## src/verilog/fpe_defines.svh

```systemverilog
// Purpose: constants for the frequency protection element
// Assumes: 25 MHz system clock, 24-bit period counts
// Notes:   settings are plain ports; no register map
`ifndef FPE_DEFINES_SVH
`define FPE_DEFINES_SVH

`define FPE_NUM_ELEMENTS    6
`define FPE_NUM_PHASES      3
`define FPE_CLK_HZ          25000000
`define FPE_PER_W           24
`define FPE_AMP_W           16
// Minimum-voltage inhibit as a fraction of nominal, in 1/100 units
`define FPE_MIN_VOLT_PCT    15
`define FPE_PCT_DEN         100
// Period count above which a phase is considered lost (about 10 Hz)
`define FPE_PER_MAX_HZ      10
`define FPE_PER_MAX         (`FPE_CLK_HZ / `FPE_PER_MAX_HZ)
// Successive same-sign gradient samples needed to accept a gradient
`define FPE_GRAD_CONFIRM    3
`define FPE_DELAY_W         32
// Default undervoltage block setting: 15 percent of nominal
`define FPE_UV_PCT_RESET    8'h0F

`endif

```

## src/verilog/fpe_pkg.sv

```systemverilog
// Purpose: types for the frequency protection element
// Assumes: nothing beyond the defines header
// Notes:   mode encodings are stable
package fpe_pkg;

    typedef enum logic [2:0]
    {
        FPE_MODE_UNDER      = 3'h0,
        FPE_MODE_OVER       = 3'h1,
        FPE_MODE_ROC        = 3'h2,
        FPE_MODE_UNDER_ROC  = 3'h3,
        FPE_MODE_OVER_ROC   = 3'h4,
        FPE_MODE_UNDER_CPI  = 3'h5,
        FPE_MODE_OVER_CPI   = 3'h6,
        FPE_MODE_SURGE      = 3'h7
    } fpe_mode_t;

    typedef enum logic [1:0]
    {
        FPE_GRAD_POS = 2'h0,
        FPE_GRAD_NEG = 2'h1,
        FPE_GRAD_ABS = 2'h2
    } fpe_grad_t;

    typedef enum logic [2:0]
    {
        FPE_ST_IDLE  = 3'b001,
        FPE_ST_ALARM = 3'b010,
        FPE_ST_TRIP  = 3'b100
    } fpe_state_t;

endpackage

```

## src/verilog/fpe_element.sv

```systemverilog
// Purpose: one supervision element: pickup, delay timer, alarm, trip
// Assumes: frequency and gradient updated by the caller each evaluation
// Notes:   change-per-interval and surge modes never pick up here
`timescale 1ns/1ps
`include "fpe_defines.svh"
module fpe_element
    import fpe_pkg::*;
(
    input  wire logic                     sys_clk,
    input  wire logic                     arst_n,
    input  wire logic                     block,
    input  wire logic                     meas_valid,
    input  wire logic [`FPE_PER_W-1:0]    period,
    input  wire logic signed [`FPE_PER_W:0] grad,
    input  wire logic                     grad_ok,
    input  wire fpe_mode_t                mode,
    input  wire fpe_grad_t                grad_mode,
    input  wire logic [`FPE_PER_W-1:0]    pickup_period,
    input  wire logic [`FPE_PER_W-1:0]    grad_thresh,
    input  wire logic [`FPE_DELAY_W-1:0]  delay_cycles,
    output logic                          alarm,
    output logic                          trip
);

    fpe_state_t               state_reg;
    fpe_state_t               state_next;
    logic [`FPE_DELAY_W-1:0]  timer_reg;
    logic [`FPE_DELAY_W-1:0]  timer_next;
    logic                     under_f;
    logic                     over_f;
    logic                     roc_hit;
    logic                     pick;
    logic signed [`FPE_PER_W:0] thr_s;

    // Periods are compared, so lower frequency means a longer period
    assign under_f = period > pickup_period;
    assign over_f  = period < pickup_period;
    assign thr_s   = {1'b0, grad_thresh};

    always_comb
    begin
        case (grad_mode)
            FPE_GRAD_POS: roc_hit = grad_ok && grad > thr_s;
            FPE_GRAD_NEG: roc_hit = grad_ok && grad < -thr_s;
            FPE_GRAD_ABS: roc_hit = grad_ok && (grad > thr_s || grad < -thr_s);
            default:      roc_hit = 1'b0;
        endcase
        case (mode)
            FPE_MODE_UNDER:     pick = under_f;
            FPE_MODE_OVER:      pick = over_f;
            FPE_MODE_ROC:       pick = roc_hit;
            FPE_MODE_UNDER_ROC: pick = under_f && roc_hit;
            FPE_MODE_OVER_ROC:  pick = over_f && roc_hit;
            default:            pick = 1'b0;
        endcase
        pick = pick && meas_valid && !block;
    end

    always_comb
    begin
        state_next = state_reg;
        timer_next = timer_reg;
        // block forces idle and clears the timer
        if (!pick)
        begin
            state_next = FPE_ST_IDLE;
            timer_next = '0;
        end
        else
        begin
            case (state_reg)
                FPE_ST_IDLE:
                begin
                    state_next = FPE_ST_ALARM;
                    timer_next = '0;
                end
                FPE_ST_ALARM:
                begin
                    if (timer_reg >= delay_cycles)
                        state_next = FPE_ST_TRIP;
                    else
                        timer_next = timer_reg + 1'b1;
                end
                FPE_ST_TRIP:
                    state_next = FPE_ST_TRIP;
                default:
                    state_next = FPE_ST_IDLE;
            endcase
        end
    end

    always_ff @(posedge sys_clk or negedge arst_n)
    begin
        if (!arst_n)
        begin
            state_reg <= FPE_ST_IDLE;
            timer_reg <= '0;
        end
        else
        begin
            state_reg <= state_next;
            timer_reg <= timer_next;
        end
    end

    // Alarm follows pickup in the same cycle, no added delay
    assign alarm = pick;
    assign trip  = pick && state_reg == FPE_ST_TRIP;

endmodule

```

## src/verilog/fpe_frequency_protection.sv

```systemverilog
// Purpose: frequency supervision with six elements on three phases
// Assumes: signed voltage samples synchronous to sys_clk
// Notes:   frequency is carried as an averaged period in clock cycles
//
// What this block does
// - Six identical, independently configured frequency elements.
// - Supervised frequency is the mean of valid phase results.
// - Lost phases leave the average; divide by remaining count.
// - Each phase period is timed between zero crossings.
// - All supervision inhibited when all phases are below 0.15 of nominal voltage.
// - Calculation blocked when all phases under undervoltage setting.
// - Each element selects one of eight modes; the CPI and surge modes never pick up.
// - Under-frequency alarm asserts immediately below pickup.
// - Under-frequency trip only after staying below for full delay.
// - Over-frequency alarm asserts immediately above pickup.
// - Over-frequency trip only after staying above for full delay.
// - Pickup on the averaged period, only when not blocked; starts timer.
// - Gradient computed at each rising crossing of any phase.
// - Gradient accepted only after consistent sign over several samples.
// - Gradient signed: positive rising, negative falling.
// - Gradient mode: positive, negative or absolute detection.
// - Rate-of-change alarm immediate when gradient beyond threshold.
// - Rate-of-change trip only after full delay beyond threshold.
`timescale 1ns/1ps
`include "fpe_defines.svh"
module fpe_frequency_protection
    import fpe_pkg::*;
(
    input  wire logic                           sys_clk,
    input  wire logic                           arst_n,
    input  wire logic                           sample_en,
    input  wire logic signed [`FPE_AMP_W-1:0]   phase_v0,
    input  wire logic signed [`FPE_AMP_W-1:0]   phase_v1,
    input  wire logic signed [`FPE_AMP_W-1:0]   phase_v2,
    input  wire logic [`FPE_AMP_W-1:0]          nominal_voltage,
    input  wire logic [7:0]                     uv_block_pct,
    input  wire logic [`FPE_NUM_ELEMENTS-1:0]   ext_block,
    input  wire fpe_mode_t                      mode0,
    input  wire fpe_mode_t                      mode1,
    input  wire fpe_mode_t                      mode2,
    input  wire fpe_mode_t                      mode3,
    input  wire fpe_mode_t                      mode4,
    input  wire fpe_mode_t                      mode5,
    input  wire logic [11:0]                    grad_mode_all,
    input  wire logic [`FPE_PER_W*6-1:0]        pickup_period_all,
    input  wire logic [`FPE_PER_W*6-1:0]        grad_thresh_all,
    input  wire logic [`FPE_DELAY_W*6-1:0]      delay_cycles_all,
    output logic [`FPE_PER_W-1:0]               avg_period,
    output logic signed [`FPE_PER_W:0]          grad_out,
    output logic                                freq_valid,
    output logic                                uv_blocked,
    output logic [`FPE_NUM_ELEMENTS-1:0]        alarm,
    output logic [`FPE_NUM_ELEMENTS-1:0]        trip
);

    localparam int NP = `FPE_NUM_PHASES;

    logic signed [`FPE_AMP_W-1:0] v        [NP];
    logic [NP-1:0]                pos_reg,   pos_next;
    logic [`FPE_PER_W-1:0]        cnt_reg    [NP];
    logic [`FPE_PER_W-1:0]        cnt_next   [NP];
    logic [`FPE_PER_W-1:0]        per_reg    [NP];
    logic [`FPE_PER_W-1:0]        per_next   [NP];
    logic [NP-1:0]                pval_reg,  pval_next;
    logic [`FPE_AMP_W-1:0]        pk_reg     [NP];
    logic [`FPE_AMP_W-1:0]        pk_next    [NP];
    logic [`FPE_AMP_W-1:0]        amp_reg    [NP];
    logic [`FPE_AMP_W-1:0]        amp_next   [NP];
    logic [`FPE_PER_W-1:0]        avg_next;
    logic [`FPE_PER_W-1:0]        prev_reg,  prev_next;
    logic signed [`FPE_PER_W:0]   grad_reg,  grad_next;
    logic signed [`FPE_PER_W:0]   graw;
    logic [1:0]                   sgn_reg,   sgn_next;
    logic [2:0]                   run_reg,   run_next;
    logic                         fval_next;
    logic                         uv_all;
    logic                         uv_min;
    logic                         upd;
    logic [NP-1:0]                xing;
    logic [`FPE_PER_W+1:0]        sum;
    logic [1:0]                   nval;

    // Absolute value of a sample
    function automatic logic [`FPE_AMP_W-1:0] abs_v(
        input logic signed [`FPE_AMP_W-1:0] x);
        abs_v = x[`FPE_AMP_W-1] ? `FPE_AMP_W'(-x) : `FPE_AMP_W'(x);
    endfunction

    // True when amplitude is below pct percent of nominal
    function automatic logic below_pct(
        input logic [`FPE_AMP_W-1:0] a,
        input logic [7:0]            pct);
        below_pct = (32'(a) * `FPE_PCT_DEN) < (32'(nominal_voltage) * pct);
    endfunction

    assign v[0] = phase_v0;
    assign v[1] = phase_v1;
    assign v[2] = phase_v2;

    always_comb
    begin
        pos_next  = pos_reg;
        pval_next = pval_reg;
        uv_all    = 1'b1;
        uv_min    = 1'b1;
        for (int i = 0; i < NP; i++)
        begin
            cnt_next[i] = cnt_reg[i];
            per_next[i] = per_reg[i];
            pk_next[i]  = pk_reg[i];
            amp_next[i] = amp_reg[i];
            // Rising crossing only, so a whole cycle is timed
            xing[i] = sample_en && !pos_reg[i] && !v[i][`FPE_AMP_W-1];
            if (sample_en)
            begin
                pos_next[i] = !v[i][`FPE_AMP_W-1];
                cnt_next[i] = cnt_reg[i] + 1'b1;
                if (abs_v(v[i]) > pk_reg[i])
                    pk_next[i] = abs_v(v[i]);
            end
            // restart period at each rising zero crossing
            if (xing[i])
            begin
                // Count includes the crossing sample: a whole period
                per_next[i]  = cnt_reg[i] + 1'b1;
                cnt_next[i]  = '0;
                amp_next[i]  = pk_reg[i];
                pk_next[i]   = '0;
                pval_next[i] = 1'b1;
            end
            else if (cnt_reg[i] >= `FPE_PER_W'(`FPE_PER_MAX))
            begin
                pval_next[i] = 1'b0;
                cnt_next[i]  = cnt_reg[i];
                amp_next[i]  = '0;
            end
            if (!below_pct(amp_reg[i], uv_block_pct))
                uv_all = 1'b0;
            if (!below_pct(amp_reg[i], 8'(`FPE_MIN_VOLT_PCT)))
                uv_min = 1'b0;
        end
    end

    always_comb
    begin
        sum  = '0;
        nval = '0;
        for (int i = 0; i < NP; i++)
            if (pval_reg[i])
            begin
                sum  = sum + (`FPE_PER_W+2)'(per_reg[i]);
                nval = nval + 2'h1;
            end
        case (nval)
            2'h1:    avg_next = sum[`FPE_PER_W-1:0];
            2'h2:    avg_next = sum[`FPE_PER_W:1];
            2'h3:    avg_next = `FPE_PER_W'(sum / 3);
            default: avg_next = avg_period;
        endcase
        fval_next = nval != 2'h0 && !uv_all && !uv_min;
        upd       = |xing && fval_next;
        prev_next = prev_reg;
        grad_next = grad_reg;
        sgn_next  = sgn_reg;
        run_next  = run_reg;
        // longer period means falling frequency, negative gradient
        graw = $signed({1'b0, prev_reg}) - $signed({1'b0, avg_next});
        if (upd)
        begin
            prev_next = avg_next;
            grad_next = graw;
            sgn_next  = {graw < 0, graw > 0};
            // count successive samples of equal sign
            if (sgn_next == sgn_reg && sgn_next != 2'h0)
                run_next = (run_reg == 3'h7) ? run_reg : run_reg + 3'h1;
            else
                run_next = 3'h1;
        end
        if (!fval_next)
            run_next = '0;
    end

    always_ff @(posedge sys_clk or negedge arst_n)
    begin
        if (!arst_n)
        begin
            // Starts positive so leaving reset is not taken as a crossing
            pos_reg    <= '1;
            pval_reg   <= '0;
            avg_period <= '0;
            prev_reg   <= '0;
            grad_reg   <= '0;
            sgn_reg    <= '0;
            run_reg    <= '0;
            freq_valid <= 1'b0;
            for (int i = 0; i < NP; i++)
            begin
                cnt_reg[i] <= '0;
                per_reg[i] <= '0;
                pk_reg[i]  <= '0;
                amp_reg[i] <= '0;
            end
        end
        else
        begin
            pos_reg    <= pos_next;
            pval_reg   <= pval_next;
            avg_period <= avg_next;
            prev_reg   <= prev_next;
            grad_reg   <= grad_next;
            sgn_reg    <= sgn_next;
            run_reg    <= run_next;
            freq_valid <= fval_next;
            for (int i = 0; i < NP; i++)
            begin
                cnt_reg[i] <= cnt_next[i];
                per_reg[i] <= per_next[i];
                pk_reg[i]  <= pk_next[i];
                amp_reg[i] <= amp_next[i];
            end
        end
    end

    assign grad_out   = grad_reg;
    assign uv_blocked = !freq_valid;

    fpe_mode_t modes [`FPE_NUM_ELEMENTS];
    assign modes[0] = mode0;
    assign modes[1] = mode1;
    assign modes[2] = mode2;
    assign modes[3] = mode3;
    assign modes[4] = mode4;
    assign modes[5] = mode5;

    // one element instance per frequency stage
    for (genvar e = 0; e < `FPE_NUM_ELEMENTS; e++)
    begin : g_el
        fpe_element u_el
        (
            .sys_clk       (sys_clk),
            .arst_n        (arst_n),
            .block         (ext_block[e] || !freq_valid),
            .meas_valid    (freq_valid),
            .period        (avg_period),
            .grad          (grad_reg),
            .grad_ok       (run_reg >= 3'(`FPE_GRAD_CONFIRM)),
            .mode          (modes[e]),
            .grad_mode     (fpe_grad_t'(grad_mode_all[2*e +: 2])),
            .pickup_period (pickup_period_all[`FPE_PER_W*e +: `FPE_PER_W]),
            .grad_thresh   (grad_thresh_all[`FPE_PER_W*e +: `FPE_PER_W]),
            .delay_cycles  (delay_cycles_all[`FPE_DELAY_W*e +: `FPE_DELAY_W]),
            .alarm         (alarm[e]),
            .trip          (trip[e])
        );
    end

endmodule

```

## config.mk

```make
export PLATFORM = sky130hd
export DESIGN_NAME = fpe_frequency_protection
export DESIGN_NICKNAME = d
export VERILOG_FILES = /design/src/verilog/fpe_pkg.sv /design/src/verilog/fpe_element.sv /design/src/verilog/fpe_frequency_protection.sv
export VERILOG_INCLUDE_DIRS = /design/src /design/src/verilog
export SDC_FILE = /design/constraint.sdc
export NUM_CORES = 2
export LEC_CHECK = 0
export BUFFER_PORTS_ARGS = -buffer_cell sky130_fd_sc_hd__clkbuf_2
export CAP_MARGIN = 20
export CORE_ASPECT_RATIO = 1.4
export CORE_UTILIZATION = 35
export CTS_BUF_LIST = sky130_fd_sc_hd__clkbuf_4 sky130_fd_sc_hd__clkbuf_8
export DETAILED_ROUTE_END_ITERATION = 12
export GPL_TIMING_DRIVEN = 0
export PLACE_DENSITY = 0.51
export SETUP_SLACK_MARGIN = 0.4
export SYNTH_ARGS = -nofsm -noshare
export SYNTH_HDL_FRONTEND = slang
export SYNTH_SLANG_ARGS = --single-unit
```

## constraint.sdc

```tcl
create_clock -name sys_clk -period 21.1 [get_ports sys_clk]
set_clock_uncertainty 0.05 [all_clocks]
set_input_delay 2.11 -clock sys_clk [delete_from_list [all_inputs] [get_ports sys_clk]]
set_output_delay 2.11 -clock sys_clk [all_outputs]
set_load 0.05 [all_outputs]
```

# Word-level counts from Yosys, hierarchy flattened
# Index checks and enable logic that the tools add are counted.
# word_totals
register_bits,535
input_bits,591
output_inout_bits,63
word_cells,411
# classes
add_sub_neg,24
multipliers,5
n_div,1
order_cmp,45
n_eq_ne,82
mux,98
reduce_logical,122
# ops
op,n
2-to-1 mux 32 bit,12
one-hot mux 32 bit (2 select lines),6
2-to-1 mux 16 bit,18
2-to-1 mux 24 bit,10
"adder 32 x 1 -> 32 bit, second input constant",6
>= comparator 32 bit,6
> comparator 25 bit,6
less-than comparator 25 bit,6
negation 24 -> 25 bit,6
> comparator 24 bit,6
less-than comparator 24 bit,6
"adder 24 x 1 -> 24 bit, second input constant",3
">= comparator 24 x 22 -> 1 bit, second input constant",3
less-than comparator 23 x 24 -> 1 bit,3
one-hot mux 24 bit (3 select lines),1
less-than comparator 23 x 20 -> 1 bit,3
"multiplier 16 x 5 -> 21 bit, second input constant",3
logical AND 1 bit,58
"!= test 3 bit, second input constant",19
"equality test 3 x 2 -> 1 bit, second input constant",18
one-hot mux 3 bit (3 select lines),6
adder 26 x 24 -> 26 bit,2
2-to-1 mux 26 bit,2
> comparator 16 bit,3
other kinds (29),165

# Depth between registers and ports, before layout
# logic_depth
depth_word,14
ltp_mapped,80
mapped_depth_nobuf,70

# Hierarchy
# From an unflattened synthesis, not the netlist that was laid out.
# hier_totals
cells_unflattened,8222
area_unflattened_um2,66690.2
# by_module_without_submodules
mod,n_inst,cells_per_inst,area_per_inst_um2,seq_area_each_um2
fpe_frequency_protection,1,4196,35160.0,8111.5
fpe_element,6,671,5255.0,877.1

# Worst setup path after synthesis
# OpenSTA, ideal clock, no wires.
# synth_timing
path_kind,register -> register
start,reg pval_reg[0]
end,reg run_reg[0]
setup_time_ns,0.119
t_arrival_ns,15.110
required_ns,20.931
path_slack_ns,5.821
path_stages_with_launch,76
n_path_buf,7
period_less_slack_ns,15.279
path_cell_list,dfrtp_1 -> buf_2 -> buf_2 -> clkbuf_1 -> clkbuf_1 -> nand2_1 -> inv_1 -> ha_1 -> a21oi_1 -> nand2_1 -> maj3_1 -> o311ai_0 -> mux2i_1 -> nand2_1 -> ha_1 -> buf_2 -> and3_1 -> a221oi_1 -> [40 not listed] -> a21boi_0 -> o21ai_0 -> a21boi_0 -> o21ai_0 -> a21boi_0 -> o21ai_0 -> a21boi_0 -> o21ai_0 -> a21boi_0 -> o21ai_0 -> a21boi_0 -> o21ai_0 -> a21oi_1 -> nor2_1 -> or3b_2 -> a21oi_1 -> a21oi_1 -> o21a_1
# synth_between
elab_chain_len,14
word_cells_on_any_way,31
cone_classes,add/sub: 5; div: 1; order compare: 2; eq/ne: 6; mux: 10; reduce/logical: 7
# synth_rtl
element,line,text
from (decl),fpe_frequency_protection.sv:64,"logic [NP-1:0] pval_reg, pval_next;"
from (signal assigned),fpe_frequency_protection.sv:207,pval_reg <= pval_next;
2-to-1 mux 24 bit / 2-to-1 mux 1 bit (equally long branches),fpe_frequency_protection.sv:149,if (pval_reg[i])
adder 26 x 24 -> 26 bit / adder 2 x 1 -> 2 bit (equally long branches),"fpe_frequency_protection.sv:151, fpe_frequency_protection.sv:152",
2-to-1 mux 26 bit / 2-to-1 mux 2 bit (equally long branches),fpe_frequency_protection.sv:149,
adder 26 x 24 -> 26 bit / adder 2 x 1 -> 2 bit (equally long branches),"fpe_frequency_protection.sv:151, fpe_frequency_protection.sv:152",
2-to-1 mux 26 bit / 2-to-1 mux 2 bit (equally long branches),fpe_frequency_protection.sv:149,
divider 26 x 2 -> 32 bit (tied with other cells),fpe_frequency_protection.sv:157,2'h3: avg_next = `FPE_PER_W'(sum / 3);
one-hot mux 24 bit (3 select lines) *,fpe_frequency_protection.sv:154,case (nval)
named net avg_next[0],fpe_frequency_protection.sv:69,logic [`FPE_PER_W-1:0] avg_next;
subtractor 24 x 24 -> 25 bit *,fpe_frequency_protection.sv:167,"graw = $signed({1'b0, prev_reg}) - $signed({1'b0, avg_next});"
> comparator 25 x 1 -> 1 bit / less-than comparator 25 x 1 -> 1 bit (equally long branches),fpe_frequency_protection.sv:172,"sgn_next = {graw < 0, graw > 0};"
equality test 2 bit / nonzero test 2 bit (equally long branches),fpe_frequency_protection.sv:174,if (sgn_next == sgn_reg && sgn_next != 2'h0)
logical AND 1 bit *,fpe_frequency_protection.sv:174,
2-to-1 mux 3 bit,fpe_frequency_protection.sv:174,
2-to-1 mux 3 bit,fpe_frequency_protection.sv:168,if (upd)
2-to-1 mux 3 bit,fpe_frequency_protection.sv:179,if (!fval_next)
to (signal assigned),fpe_frequency_protection.sv:212,run_reg <= run_next;
to (decl),fpe_frequency_protection.sv:74,"logic [2:0] run_reg, run_next;"
# The timed path passes the listed nets; every way through them passes the cells marked *. The select of a mux whose other input is x is not followed.
# A chain may end at the register's enable or synchronous reset.

# Worst setup path after layout
# Ends and elaborated chain as after synthesis.

==> flow_summary.ini <==
[detailed_routing]
wirelength_um = 218000
wl_met3_um = 11500
avgRoutedWirePerCell_um = 19.4
met1Wirelength_um = 86700
vias = 58900
route.met2.wl_um = 110000
postRouteAntennaNets = 0
dr.pass1.iters = 8
viasPerCell = 5.22
drcViolationCount = 0
first_iter_violations = 2983
top_layer = met5

[logic_synthesis]
synth_nets = 9831
ys_seq_area_frac = 0.208
synth_cells = 7964
synth.top_cell.area_share = 0.219
synth_flop_cell = dfrtp_1
synth.cell_area_um2 = 64400
ys_seq_elements = 534
async_flop_share = 1.00
synth_area_leaders = ha_1 (22%), dfrtp_1 (20%), inv_1 (6.0%)
synthDistinctLibCells = 105
yosysMostFrequentCell = ha_1
syn_avg_cell_area_um2 = 8.09
ys_warn_count = 0
synth-edff-count = 0
yosysTopAreaCell = ha_1
synth_top_cells_by_count = ha_1 (1127), inv_1 (1033), nand2_1 (615), nor2_1 (565), o21ai_0 (545)

[sta]
final.setup.tns_ns = 0
relSlewSlack = 0.257
maxSlewViolCount = 0
hold_slack_ns = 0.428
post-route-period-util = 0.903
clock.fmax_ghz = 0.0525
setup_violations = 0
rsz0062_at_grt = no
hold_viol = 0
finalWorstPathRequiredPeriod_ns = 19.05
worst_pin_slew_ns = 1.11

[grt]
grt_pass1_wl_um = 334000
grt_max_degree = 108
antenna_found_initial = 47
grt_pass1_vias = 58900
overflow = 0
gr-usage-all-layers = 0.231

[cells_and_area]
nets = 10600
area_delta_synth_final_pct = 14.0
final.fill_count = 19100
drive_above_1_share = 0.116
layout.cells.non_filler = 11300
largest_reg_flops = 192

[clock_tree]
cts.root.buffer_cell = clkbuf_8
cts.sinks = 534
hold_buffers = 0
cts_inserted_buffers = 98
clockBufferDepth = 3
clk_pin_slew_ns = 0.06
h-tree-depth = 3
ctsResizeCount = 0
cts_tree = yes
post_cts_buffers = 0
clock_latency_ns = 0.84

[floorplanning]
ios = 654
start_util = 0.352
die_area_um2 = 186000
core_area_um2 = 183000
die_w_um = 365
fp.dieH_um = 510
fp-row-count = 186

[placed_design]
portBuffers = 652
gp_congestion = 0.889
post-dp-hpwl_um = 179000
numPlacedInstances = 11100

[worst_setup_path]
r2r-start = pval_reg[0]$_DFFE_PN0P_
worstPathRequired_ns = 21.74
crit_path_frequent_cell = o21ai_0
arrival_ns = 19.69
cp_max_fo = 10
crit_end = run_reg[0]$_DFFE_PN0P_
slowest_stage = a2111oi_1
path_class = reg -> reg
slowest_delay_ns = 0.78
r2r_end = run_reg[0]$_DFFE_PN0P_
crit_buf_inv = 7
critPathTopFamily = compound AO/OA/AOI/OAI gates
crit_path_start_kind = flop
cp-end-kind = flop
path_depth = 76
reg2reg_depth = 76
r2r_slack_ns = 2.05
setup.worst_path.start = pval_reg[0]$_DFFE_PN0P_

[run]
max_cap_viol_count = 0

[min_path]
hp-class = reg -> reg

[pwr]
power_leakage_nw = 37.7
vdd_drop_max_v = 0.000100
pwr_density_cell_nw_per_um2 = 109

[status]
status = completed
[routing by layer]
| metal | global-route usage | vias to the layer above |
|---|---|---|
| met5 | 0 | - |
| met3 | 0.0447 | 417 |
| met1 | 0.257 | 27900 |
| met2 | 0.418 | 1240 |
| met4 | 0.109 | 38 |
| li1 | - | 29200 |
[cell families after synthesis]
group,Yosys count,share of synthesized area
AO/OA/AOI/OAI,1779,0.172
XOR/XNOR,467,0.0639
adder cells (fa/ha/maj),1278,0.265
buffers and inverters,1285,0.0766
flip-flops,534,0.208
multiplexers,133,0.0217
AND/OR/NAND/NOR,2488,0.193
[cell usage in the layout, fill, tap and decap left out, drive strengths merged, types with 27 or more instances in the layout]
master / n
or3: 60
xnor2: 383
mux2i: 84
mux2: 49
a21o: 255
nand2b: 156
o22ai: 54
buf: 65
nor2: 567
diode: 27
a21oi: 457
nand4: 158
and2: 111
or2: 31
dfrtp: 525
nor4: 70
o21ai: 559
a31oi: 34
xor2: 84
a211oi: 45
fa: 149
o21bai: 28
a21boi: 30
nor3: 165
nand2: 615
nand3: 169
nor2b: 160
or4: 44
clkbuf: 1004
o31ai: 74
inv: 1035
o21a: 54
and3: 105
ha: 1127
[tightest hold or removal path: cells and delay by family, from the launching register on]
family	cells	cell delay, ns
flip-flops	1	0.34
AO/OA/AOI/OAI	1	0.06
AND/OR/NAND/NOR	1	0.04
[where the power goes]
group / switching, mW / internal [mW] / total, mW
clock: 0.515 / 0.701 / 1.22
combinational: 2.98 / 2.25 / 5.23
sequential: 0.407 / 1.18 / 1.59
total: 3.90 / 4.13 / 8.03
[layout make-up]
cell class | count | area (µm²) | share of cell area
inverter | 1035 | 3880 | 0.0529
antenna | 27 | 67.6 | 0.000920
sequential | 534 | 13400 | 0.182
clock buffer | 155 | 1990 | 0.0271
multi-input combinational | 6145 | 46200 | 0.629
tap | 2444 | 3060 | 0.0416
clock inverter | 28 | 394 | 0.00537
buffer | 250 | 1050 | 0.0143
timing repair buffer | 664 | 3460 | 0.0471
[through the flow]
stage	util	power (mW)	cell area, µm²	worst slack (ns)
floorplan	-	5.29	64400	5.82
global placement	0.386	6.73	70800	1.85
detailed placement	0.388	6.87	71000	1.78
CTS	0.401	8.16	73400	1.68
global route	0.401	8.96	73400	0.473
finish	0.401	8.03	73400	2.05
[worst min-delay path by stage]
stage	start	endpoint	slack, ns	depth (start not counted)
finish	per_reg[68]$_DFFE_PN0P_	per_reg[68]$_DFFE_PN0P_	0.43	2
global route	per_reg[68]$_DFFE_PN0P_	per_reg[68]$_DFFE_PN0P_	0.45	2
CTS	per_reg[68]$_DFFE_PN0P_	per_reg[68]$_DFFE_PN0P_	0.44	2
detailed placement	per_reg[68]$_DFFE_PN0P_	per_reg[68]$_DFFE_PN0P_	0.42	2
global placement	per_reg[68]$_DFFE_PN0P_	per_reg[68]$_DFFE_PN0P_	0.41	2
floorplan	per_reg[48]$_DFFE_PN0P_	per_reg[48]$_DFFE_PN0P_	0.39	2
Note: power is estimated with default switching activity, not from simulation.
